==> src/shared/lce_defines.svh <==
// Purpose: named constants of the line-cycle energy accumulator
// Assumes: included by bare name; definitions only
// Notes:   offsets are byte addresses on the register port
`ifndef LCE_DEFINES_SVH
`define LCE_DEFINES_SVH

// ----------------------------------------------------------------------
// register map
// ----------------------------------------------------------------------
`define LCE_ADDR_W            6
`define LCE_ADDR_LINE_ACTIVE  6'h04
`define LCE_ADDR_HALF_CYCLES  6'h1C
`define LCE_HALF_CYCLES_RST   16'h0000

// ----------------------------------------------------------------------
// mode word and status bits
// ----------------------------------------------------------------------
`define LCE_MODE_LINE_CYCLE   7
`define LCE_MODE_POS_ONLY     15
`define LCE_ST_CYCLE_END      2
`define LCE_ST_WENT_POS       3
`define LCE_ST_WENT_NEG       4
`define LCE_ST_W              5

// ----------------------------------------------------------------------
// data path
// ----------------------------------------------------------------------
`define LCE_ACC_W             48
`define LCE_RES_W             24
`define LCE_SMP_W             16
// 0.001 % of a 2^23 full scale multiplier output, rounded up
`define LCE_NOLOAD_THRESH     24'h000054
`define LCE_ACC_ZERO          48'h000000000000
`define LCE_RES_ZERO          24'h000000

`endif

==> src/shared/lce_pkg.sv <==
// Purpose: types shared by the accumulator and its reactive path
// Assumes: lce_defines.svh on the include path
// Notes:   one packed struct holds all state of each module
`default_nettype none
`include "lce_defines.svh"

package lce_pkg;

  typedef enum logic [1:0]
  {
    ST_IDLE    = 2'b00,
    ST_WAIT_ZX = 2'b01,
    ST_ACCUM   = 2'b11
  } lc_state_t;

  typedef struct packed
  {
    lc_state_t                    state;
    logic                         zx_meta;
    logic                         zx_sync;
    logic                         zx_prev;
    logic [15:0]                  half_cycles;
    logic [15:0]                  remain;
    logic signed [`LCE_ACC_W-1:0] acc_p;
    logic signed [`LCE_ACC_W-1:0] acc_q;
    logic signed [`LCE_RES_W-1:0] res_p;
    logic signed [`LCE_RES_W-1:0] res_q;
    logic                         cycle_end;
    logic                         went_pos;
    logic                         went_neg;
    logic                         last_pos;
    logic                         sign_known;
    logic [`LCE_RES_W-1:0]        rdata;
  } acc_state_t;

  typedef struct packed
  {
    logic signed [31:0]           integ;
    logic signed [31:0]           lpf;
    logic signed [`LCE_RES_W-1:0] react;
    logic                         valid;
  } rp_state_t;

endpackage : lce_pkg

`default_nettype wire

==> src/shared/power_path_if.sv <==
// Purpose: samples to the reactive path and its filtered result back
// Assumes: one clock for both ends
// Notes:   valid strobes are one cycle wide
`timescale 1ns/1ps
`default_nettype none
`include "lce_defines.svh"

interface power_path_if;
  logic signed [`LCE_SMP_W-1:0] volt;
  logic signed [`LCE_SMP_W-1:0] curr;
  logic                         valid;
  logic signed [`LCE_RES_W-1:0] react;
  logic                         react_valid;

  modport host (output volt, output curr, output valid,
                input react, input react_valid);
  modport path (input volt, input curr, input valid,
                output react, output react_valid);
endinterface : power_path_if

`default_nettype wire
==> src/hw/line_cycle_energy_accumulator.sv <==
// Purpose: line-cycle active and reactive energy accumulation
// Assumes: ACTIVE_POWER and samples come from logic on MCLK;
//          VOLT_ZX is a raw pin and is synchronised here
// Notes:   results refresh only at the end of each period
`timescale 1ns/1ps
`default_nettype none
`include "lce_defines.svh"

// Summary of operation
// mode bit 7 enters line-cycle mode
// periods start and end on voltage crossings
// active power summed into line active result
// period length from 16-bit half-cycle register
// period end sets cycle-end status bit 2
// enabled cycle-end flag pulls interrupt low
// new period starts right after each one
// host discards first result after entering mode
// mode bit 15 selects positive-only, off at reset
// positive-only mode drops every negative sample
// enabled sign changes pull interrupt low in positive-only mode
// sign changes set went-positive or went-negative
// samples below no-load threshold not accumulated
// reactive product uses +90 degree current
// reactive power is low-pass filtered product
// reactive period shares count and cycle end
// reactive power summed into signed result
// reactive result sign gives power direction
// every voltage crossing counts one half cycle
// results held while next period accumulates
module line_cycle_energy_accumulator
  import lce_pkg::*;
#(
  parameter int RESULT_SHIFT = 24
)
(
  input  wire logic                         MCLK,
  input  wire logic                         RST,
  input  wire logic                         VOLT_ZX,
  input  wire logic signed [`LCE_RES_W-1:0] ACTIVE_POWER,
  input  wire logic                         SAMPLE_VALID,
  input  wire logic signed [`LCE_SMP_W-1:0] VOLT_SAMPLE,
  input  wire logic signed [`LCE_SMP_W-1:0] CURR_SAMPLE,
  input  wire logic [15:0]                  MODE_WORD,
  input  wire logic [`LCE_ST_W-1:0]         IRQ_ENABLE,
  input  wire logic [`LCE_ST_W-1:0]         STATUS_CLR,
  input  wire logic [`LCE_ADDR_W-1:0]       REG_ADDR,
  input  wire logic                         REG_WR,
  input  wire logic [15:0]                  REG_WDATA,
  output logic [`LCE_RES_W-1:0]             REG_RDATA,
  output logic signed [`LCE_RES_W-1:0]      LINE_REACTIVE_ENERGY,
  output logic [`LCE_ST_W-1:0]              STATUS,
  output logic                              IRQ_N_OUT,
  output logic                              IRQ_N_OE_N
);

  if (RESULT_SHIFT < 0 || RESULT_SHIFT > `LCE_ACC_W - `LCE_RES_W)
  begin : g_bad_shift
    $error("line_cycle_energy_accumulator: bad RESULT_SHIFT");
  end

  // --------------------------------------------------------------------
  // reactive path
  // --------------------------------------------------------------------
  power_path_if pw ();

  assign pw.volt  = VOLT_SAMPLE;
  assign pw.curr  = CURR_SAMPLE;
  assign pw.valid = SAMPLE_VALID;

  reactive_power_path u_react
  (
    .MCLK (MCLK),
    .RST  (RST),
    .pw   (pw)
  );

  // --------------------------------------------------------------------
  // combinational decode
  // --------------------------------------------------------------------
  acc_state_t                   s;
  acc_state_t                   next_s;
  logic                         mode_on;
  logic                         pos_only;
  logic                         zx_edge;
  logic                         p_neg;
  logic                         p_big;
  logic                         q_big;
  logic                         active_ok;
  logic                         react_ok;
  logic                         period_done;
  logic [`LCE_RES_W-1:0]        p_mag;
  logic [`LCE_RES_W-1:0]        q_mag;
  logic signed [`LCE_ACC_W-1:0] p_ext;
  logic signed [`LCE_ACC_W-1:0] q_ext;

  assign mode_on  = MODE_WORD[`LCE_MODE_LINE_CYCLE];
  assign pos_only = MODE_WORD[`LCE_MODE_POS_ONLY];
  // both edges of the crossing pin count
  assign zx_edge  = s.zx_sync ^ s.zx_prev;
  assign p_neg    = ACTIVE_POWER[`LCE_RES_W-1];
  assign p_mag    = p_neg ? -ACTIVE_POWER : ACTIVE_POWER;
  assign q_mag    = pw.react[`LCE_RES_W-1] ? -pw.react : pw.react;
  assign p_big    = p_mag >= `LCE_NOLOAD_THRESH;
  assign q_big    = q_mag >= `LCE_NOLOAD_THRESH;
  // negatives go regardless of the no-load level
  assign active_ok = SAMPLE_VALID && p_big && !(pos_only && p_neg);
  assign react_ok  = pw.react_valid && q_big;
  assign p_ext = {{(`LCE_ACC_W-`LCE_RES_W){ACTIVE_POWER[`LCE_RES_W-1]}},
                  ACTIVE_POWER};
  assign q_ext = {{(`LCE_ACC_W-`LCE_RES_W){pw.react[`LCE_RES_W-1]}},
                  pw.react};
  assign period_done = s.state == ST_ACCUM && mode_on && zx_edge &&
                       s.remain <= 16'h0001;

  // --------------------------------------------------------------------
  // next state
  // --------------------------------------------------------------------
  always_comb
  begin
    next_s         = s;
    // only the second stage reads the first synchroniser flop
    next_s.zx_meta = VOLT_ZX;
    next_s.zx_sync = s.zx_meta;
    next_s.zx_prev = s.zx_sync;

    if (REG_WR && REG_ADDR == `LCE_ADDR_HALF_CYCLES)
      next_s.half_cycles = REG_WDATA;

    case (s.state)
      ST_IDLE:
      begin
        if (mode_on)
          next_s.state = ST_WAIT_ZX;
      end
      ST_WAIT_ZX:
      begin
        if (!mode_on)
          next_s.state = ST_IDLE;
        else if (zx_edge)
        begin
          // start aligned to a crossing
          next_s.state  = ST_ACCUM;
          next_s.remain = s.half_cycles;
          next_s.acc_p  = `LCE_ACC_ZERO;
          next_s.acc_q  = `LCE_ACC_ZERO;
        end
      end
      ST_ACCUM:
      begin
        if (!mode_on)
          next_s.state = ST_IDLE;
        else if (period_done)
        begin
          // latch and restart at once; the sample on this edge
          // belongs to neither period, a one-sample trade-off
          next_s.res_p  = s.acc_p[RESULT_SHIFT +: `LCE_RES_W];
          next_s.res_q  = s.acc_q[RESULT_SHIFT +: `LCE_RES_W];
          next_s.acc_p  = `LCE_ACC_ZERO;
          next_s.acc_q  = `LCE_ACC_ZERO;
          next_s.remain = s.half_cycles;
        end
        else
        begin
          if (active_ok)
            next_s.acc_p = s.acc_p + p_ext;
          if (react_ok)
            next_s.acc_q = s.acc_q + q_ext;
          if (zx_edge)
            next_s.remain = s.remain - 16'h0001;
        end
      end
      default:
      begin
        next_s.state = ST_IDLE;
      end
    endcase

    // status: a set in the clearing cycle wins
    next_s.cycle_end = (s.cycle_end & ~STATUS_CLR[`LCE_ST_CYCLE_END]) |
                       period_done;
    next_s.went_pos  = s.went_pos & ~STATUS_CLR[`LCE_ST_WENT_POS];
    next_s.went_neg  = s.went_neg & ~STATUS_CLR[`LCE_ST_WENT_NEG];
    if (SAMPLE_VALID && p_big)
    begin
      next_s.sign_known = 1'b1;
      next_s.last_pos   = !p_neg;
      if (s.sign_known && s.last_pos == p_neg)
      begin
        if (p_neg)
          next_s.went_neg = 1'b1;
        else
          next_s.went_pos = 1'b1;
      end
    end

    case (REG_ADDR)
      `LCE_ADDR_LINE_ACTIVE: next_s.rdata = s.res_p;
      `LCE_ADDR_HALF_CYCLES: next_s.rdata = {8'h00, s.half_cycles};
      default:               next_s.rdata = `LCE_RES_ZERO;
    endcase
  end

  always_ff @(posedge MCLK)
  begin
    if (RST)
    begin
      s             <= '0;
      s.state       <= ST_IDLE;
      s.half_cycles <= `LCE_HALF_CYCLES_RST;
    end
    else
      s <= next_s;
  end

  // --------------------------------------------------------------------
  // outputs
  // --------------------------------------------------------------------
  logic irq_req;

  assign REG_RDATA            = s.rdata;
  assign LINE_REACTIVE_ENERGY = s.res_q;
  always_comb
  begin
    STATUS                    = '0;
    STATUS[`LCE_ST_CYCLE_END] = s.cycle_end;
    STATUS[`LCE_ST_WENT_POS]  = s.went_pos;
    STATUS[`LCE_ST_WENT_NEG]  = s.went_neg;
  end
  // direction flags only interrupt in positive-only mode
  assign irq_req =
    (s.cycle_end && IRQ_ENABLE[`LCE_ST_CYCLE_END]) ||
    (pos_only && ((s.went_pos && IRQ_ENABLE[`LCE_ST_WENT_POS]) ||
                  (s.went_neg && IRQ_ENABLE[`LCE_ST_WENT_NEG])));
  // open drain: the pin level is always low, only the enable moves
  assign IRQ_N_OUT  = 1'b0;
  assign IRQ_N_OE_N = !irq_req;
endmodule : line_cycle_energy_accumulator

`default_nettype wire

==> src/hw/reactive_power_path.sv <==
// Purpose: reactive power from voltage and a +90 degree current
// Assumes: samples arrive with pw.valid, one per sample period
// Notes:   the phase shift is a negated leaky integrator, so its
//          gain falls with frequency; calibration absorbs that
`timescale 1ns/1ps
`default_nettype none
`include "lce_defines.svh"

module reactive_power_path
  import lce_pkg::*;
#(
  parameter int INT_LEAK  = 8,
  parameter int INT_GAIN  = 6,
  parameter int LPF_SHIFT = 10
)
(
  input wire logic   MCLK,
  input wire logic   RST,
  power_path_if.path pw
);

  if (INT_LEAK < 1 || INT_LEAK > 30 || INT_GAIN < 0 || INT_GAIN > 30 ||
      LPF_SHIFT < 1 || LPF_SHIFT > 30)
  begin : g_bad_param
    $error("reactive_power_path: shift parameter out of range");
  end

  rp_state_t          s;
  rp_state_t          next_s;
  logic signed [31:0] curr_ext;
  logic signed [31:0] shifted_w;
  logic signed [15:0] shifted;
  logic signed [31:0] prod;

  always_comb
  begin
    next_s    = s;
    curr_ext  = {{16{pw.curr[15]}}, pw.curr};
    shifted_w = -(s.integ >>> INT_GAIN);
    shifted   = shifted_w[15:0];
    prod      = pw.volt * shifted;
    next_s.valid = 1'b0;
    if (pw.valid)
    begin
      next_s.integ = s.integ + curr_ext - (s.integ >>> INT_LEAK);
      // keeping only the dc term of v * i'
      next_s.lpf   = s.lpf + ((prod - s.lpf) >>> LPF_SHIFT);
      next_s.react = s.lpf[31:8];
      next_s.valid = 1'b1;
    end
  end

  always_ff @(posedge MCLK)
  begin
    if (RST)
      s <= '0;
    else
      s <= next_s;
  end

  assign pw.react       = s.react;
  assign pw.react_valid = s.valid;
endmodule : reactive_power_path

`default_nettype wire

==> config.mk <==
export PLATFORM = sky130hd
export DESIGN_NAME = line_cycle_energy_accumulator
export DESIGN_NICKNAME = d
export VERILOG_FILES = /design/src/shared/lce_pkg.sv /design/src/shared/power_path_if.sv /design/src/hw/line_cycle_energy_accumulator.sv /design/src/hw/reactive_power_path.sv
export VERILOG_INCLUDE_DIRS = /design/src /design/src/shared
export SDC_FILE = /design/constraint.sdc
export NUM_CORES = 2
export LEC_CHECK = 0
export ABC_AREA = 1
export BUFFER_PORTS_ARGS = -buffer_cell sky130_fd_sc_hd__buf_2
export CAP_MARGIN = 20
export CORE_MARGIN = 8
export CORE_UTILIZATION = 50
export DETAILED_ROUTE_END_ITERATION = 8
export HOLD_SLACK_MARGIN = 0.06
export PLACE_DENSITY = 0.71
export SYNTH_ARGS = -nofsm -noshare
export SYNTH_HDL_FRONTEND = slang
export SYNTH_SLANG_ARGS = --single-unit
==> constraint.sdc <==
create_clock -name MCLK -period 8.75 [get_ports MCLK]
set_input_delay 0.875 -clock MCLK [delete_from_list [all_inputs] [get_ports MCLK]]
set_output_delay 0.875 -clock MCLK [all_outputs]
set_load 0.1 [all_outputs]
==> impl_metrics.py <==
metrics = {
    "global_route": {
        "grt_pass1_wl_mm": 154,
        "use_met2_pct": 39.8,
        "grt_pass1_vias": 30600,
        "antenna_found_initial": 0,
        "grt_overflow": 0,
        "grt-busiest-layer": "met2",
        "met1_usage_pct": 32.0,
        "track_usage_pct": 23.7,
        "grtUsageMet3_pct": 2.71,
        "grt_start_max_net_pins": 90,
    },
    "route": {
        "wl_per_cell_um": 15.7,
        "vias_per_cell": 5.28,
        "vias": 31300,
        "drtIter0Drc": 2144,
        "antenna_left": 0,
        "routed_wl_mm": 93.4,
        "route.detailed.drc": 0,
        "firstDrtPassIters": 6,
    },
    "logic_synthesis": {
        "synth_area_per_cell_um2": 7.03,
        "async_flop_share_pct": 0,
        "synth-edff-count": 0,
        "synth_top_area_share_pct": 18.7,
        "synth_cell_types": 59,
        "syn-cell-area_mm2": 0.0346,
        "yosysMostFrequentCell": "inv_1",
        "syn-instance-count": 4924,
        "synthFlopType": "dfxtp_1",
        "seq_area_frac_synth_pct": 17.3,
        "yosys_register_bits": 299,
        "yosys.area.top_type": "fa_1",
        "ys_top_cells_by_count": "920 x inv_1, 904 x nand2_1, 494 x nor2_1",
        "yosys-top-cells-area": "fa_1 19%, dfxtp_1 17%, inv_1 10%",
        "yosysWarnings": 0,
    },
    "clocking": {
        "clk_latency_ps": 570,
        "cts_root_buf": "clkbuf_16",
        "cts.path.max_buffers": 3,
        "cts_buffers": 36,
        "holdBufCountCts": 0,
        "clk_pin_slew_worst_paths_ps": 60,
        "htree_num_levels": 2,
        "cts.sink_count": 299,
        "cts_tree": "yes",
    },
    "worst_setup_path": {
        "path_class": "reg2reg",
        "critPathLaunchType": "flop",
        "slowest_stage": "fa_1",
        "cp_max_fo": 14,
        "worst_path_most_repeated_cell": "nand2_1",
        "worstPathRequired_ps": 9200,
        "critPathMaxStageDelay_ps": 570,
        "arrival_ps": 8800,
        "end_kind": "flop",
    },
    "placement": {
        "port_buffers": 142,
        "dpl_cell_area_mm2": 0.0359,
        "placedCellCount": 5862,
        "place_congestion": 0.967,
        "dp_hpwl_mm": 74.9,
    },
    "die": {
        "core_area_mm2": 0.0686,
        "die_width_um": 279,
        "die_h_um": 279,
        "rows": 96,
        "initial_core_util_pct": 50.4,
        "die_area_mm2": 0.0779,
        "ios": 164,
    },
    "final_layout": {
        "finish.utilization_pct": 54.5,
        "final_cells": 5940,
        "area_growth_pct": 8.04,
        "nets": 5671,
        "final_cell_area_mm2": 0.0374,
        "diodes": 0,
        "final_layout_size_suffix_gt1_share_pct": 8.92,
    },
    "worst_hold_path": {
        "hold_path_class": "reg2reg",
    },
    "outcome": {
        "status": "complete, no violations",
    },
    "timing": {
        "fin_crit_sh_pct": 95.4,
        "slew_viol_final": 0,
        "rsz0062_at_grt": "true",
        "maxSlewHeadroom_pct": 29.5,
        "worst_slew_pin_slew_ps": 1060,
        "clock-skew-final_ps": 23.7,
        "final-setup-viol-count": 0,
        "hold_violations": 0,
        "min_period_ps": 8350,
        "fin_setup_tns_ps": 0,
        "fmax_mhz": 120,
    },
    "run": {
        "max-cap-violations": 0,
    },
}
-- final cells by class --
cell class,count,area (µm²)
Inverter,935,3520
Timing Repair Buffer,209,1260
Multi-Input combinational cell,3503,24200
Clock buffer,46,1010
Tap cell,931,1160
Sequential cell,299,5990
Fill cell,6719,31200
Timing Repair inverter,2,10.0
Clock inverter,15,194
-- state kept, by name (all words and copies together), names as in the netlist --
register                cells
u_react.pw.react           24
s                         157
next_s                      2
STATUS                      3
REG_RDATA                  24
u_react.s                  64
u_react.pw.react_valid      1
LINE_REACTIVE_ENERGY       24
-- kinds of logic after synthesis --
family	synth area share, %
and+or+nand+nor	21.7
buffers and inverters	13.1
AOI/OAI and AO/OA	15.5
adders and majority gates	27.8
DFF	17.3
xor gates and xnor gates	4.51
other	0.0108
-- placed cells by master (no fill, tap or decap), types with 36 or more instances in the layout --
cell type / instances
nor3_1: 45
xnor2_1: 65
a21oi_1: 420
buf_4: 62
clkbuf_16: 36
dfxtp_1: 298
o21ai_0: 296
fa_1: 323
buf_2: 141
inv_1: 913
ha_1: 249
nand4_1: 43
nand3_1: 182
xor2_1: 113
nor2_1: 489
nand2_2: 49
a21oi_2: 51
nand2_1: 897
-- worst max-delay path: cells and delay by family (launching register included) --
| family | cells | cell delay [ps] |
|---|---|---|
| fa+ha+maj | 9 | 3860 |
| compound gates | 8 | 1510 |
| simple gates | 11 | 1200 |
| buf+inv | 9 | 810 |
| xor+xnor | 2 | 490 |
| flops | 1 | 330 |
-- routing by layer --
metal	vias up	part of all wire, %	wire, µm
li1	15600	-	-
met1	14800	45	42400
met2	819	46	43200
met3	163	5.6	5200
met4	0	2.7	2540
met5	-	0	0
-- worst paths after layout --
path	slack (ps)	startpoint	depth (start not counted)	to
setup reg to reg	400	u_react.s[63]	39	u_react.s[54]
setup / recovery	400	u_react.s[63]	39	u_react.s[54]
hold reg to reg	410	next_s[206]	2	next_s[205]
hold / removal	410	next_s[206]	2	next_s[205]
-- metrics by stage --
stage | hold WS [ps] | setup slack, ps
after floorplan | 388 | 688
after global placement | 394 | 325
after detailed placement | 397 | 200
after CTS | 405 | 151
after global routing | 415 | -147
final | 405 | 398
-- timing repair --
item                                    in CTS  in global routing
endpoints found under the setup margin       0                 21
gates resized for setup                      0                 60
buffers inserted                             0                 14
Power is left out: the tool's default activity adds up to more than one toggle a clock period on the data nets, which glitch-free logic cannot reach.
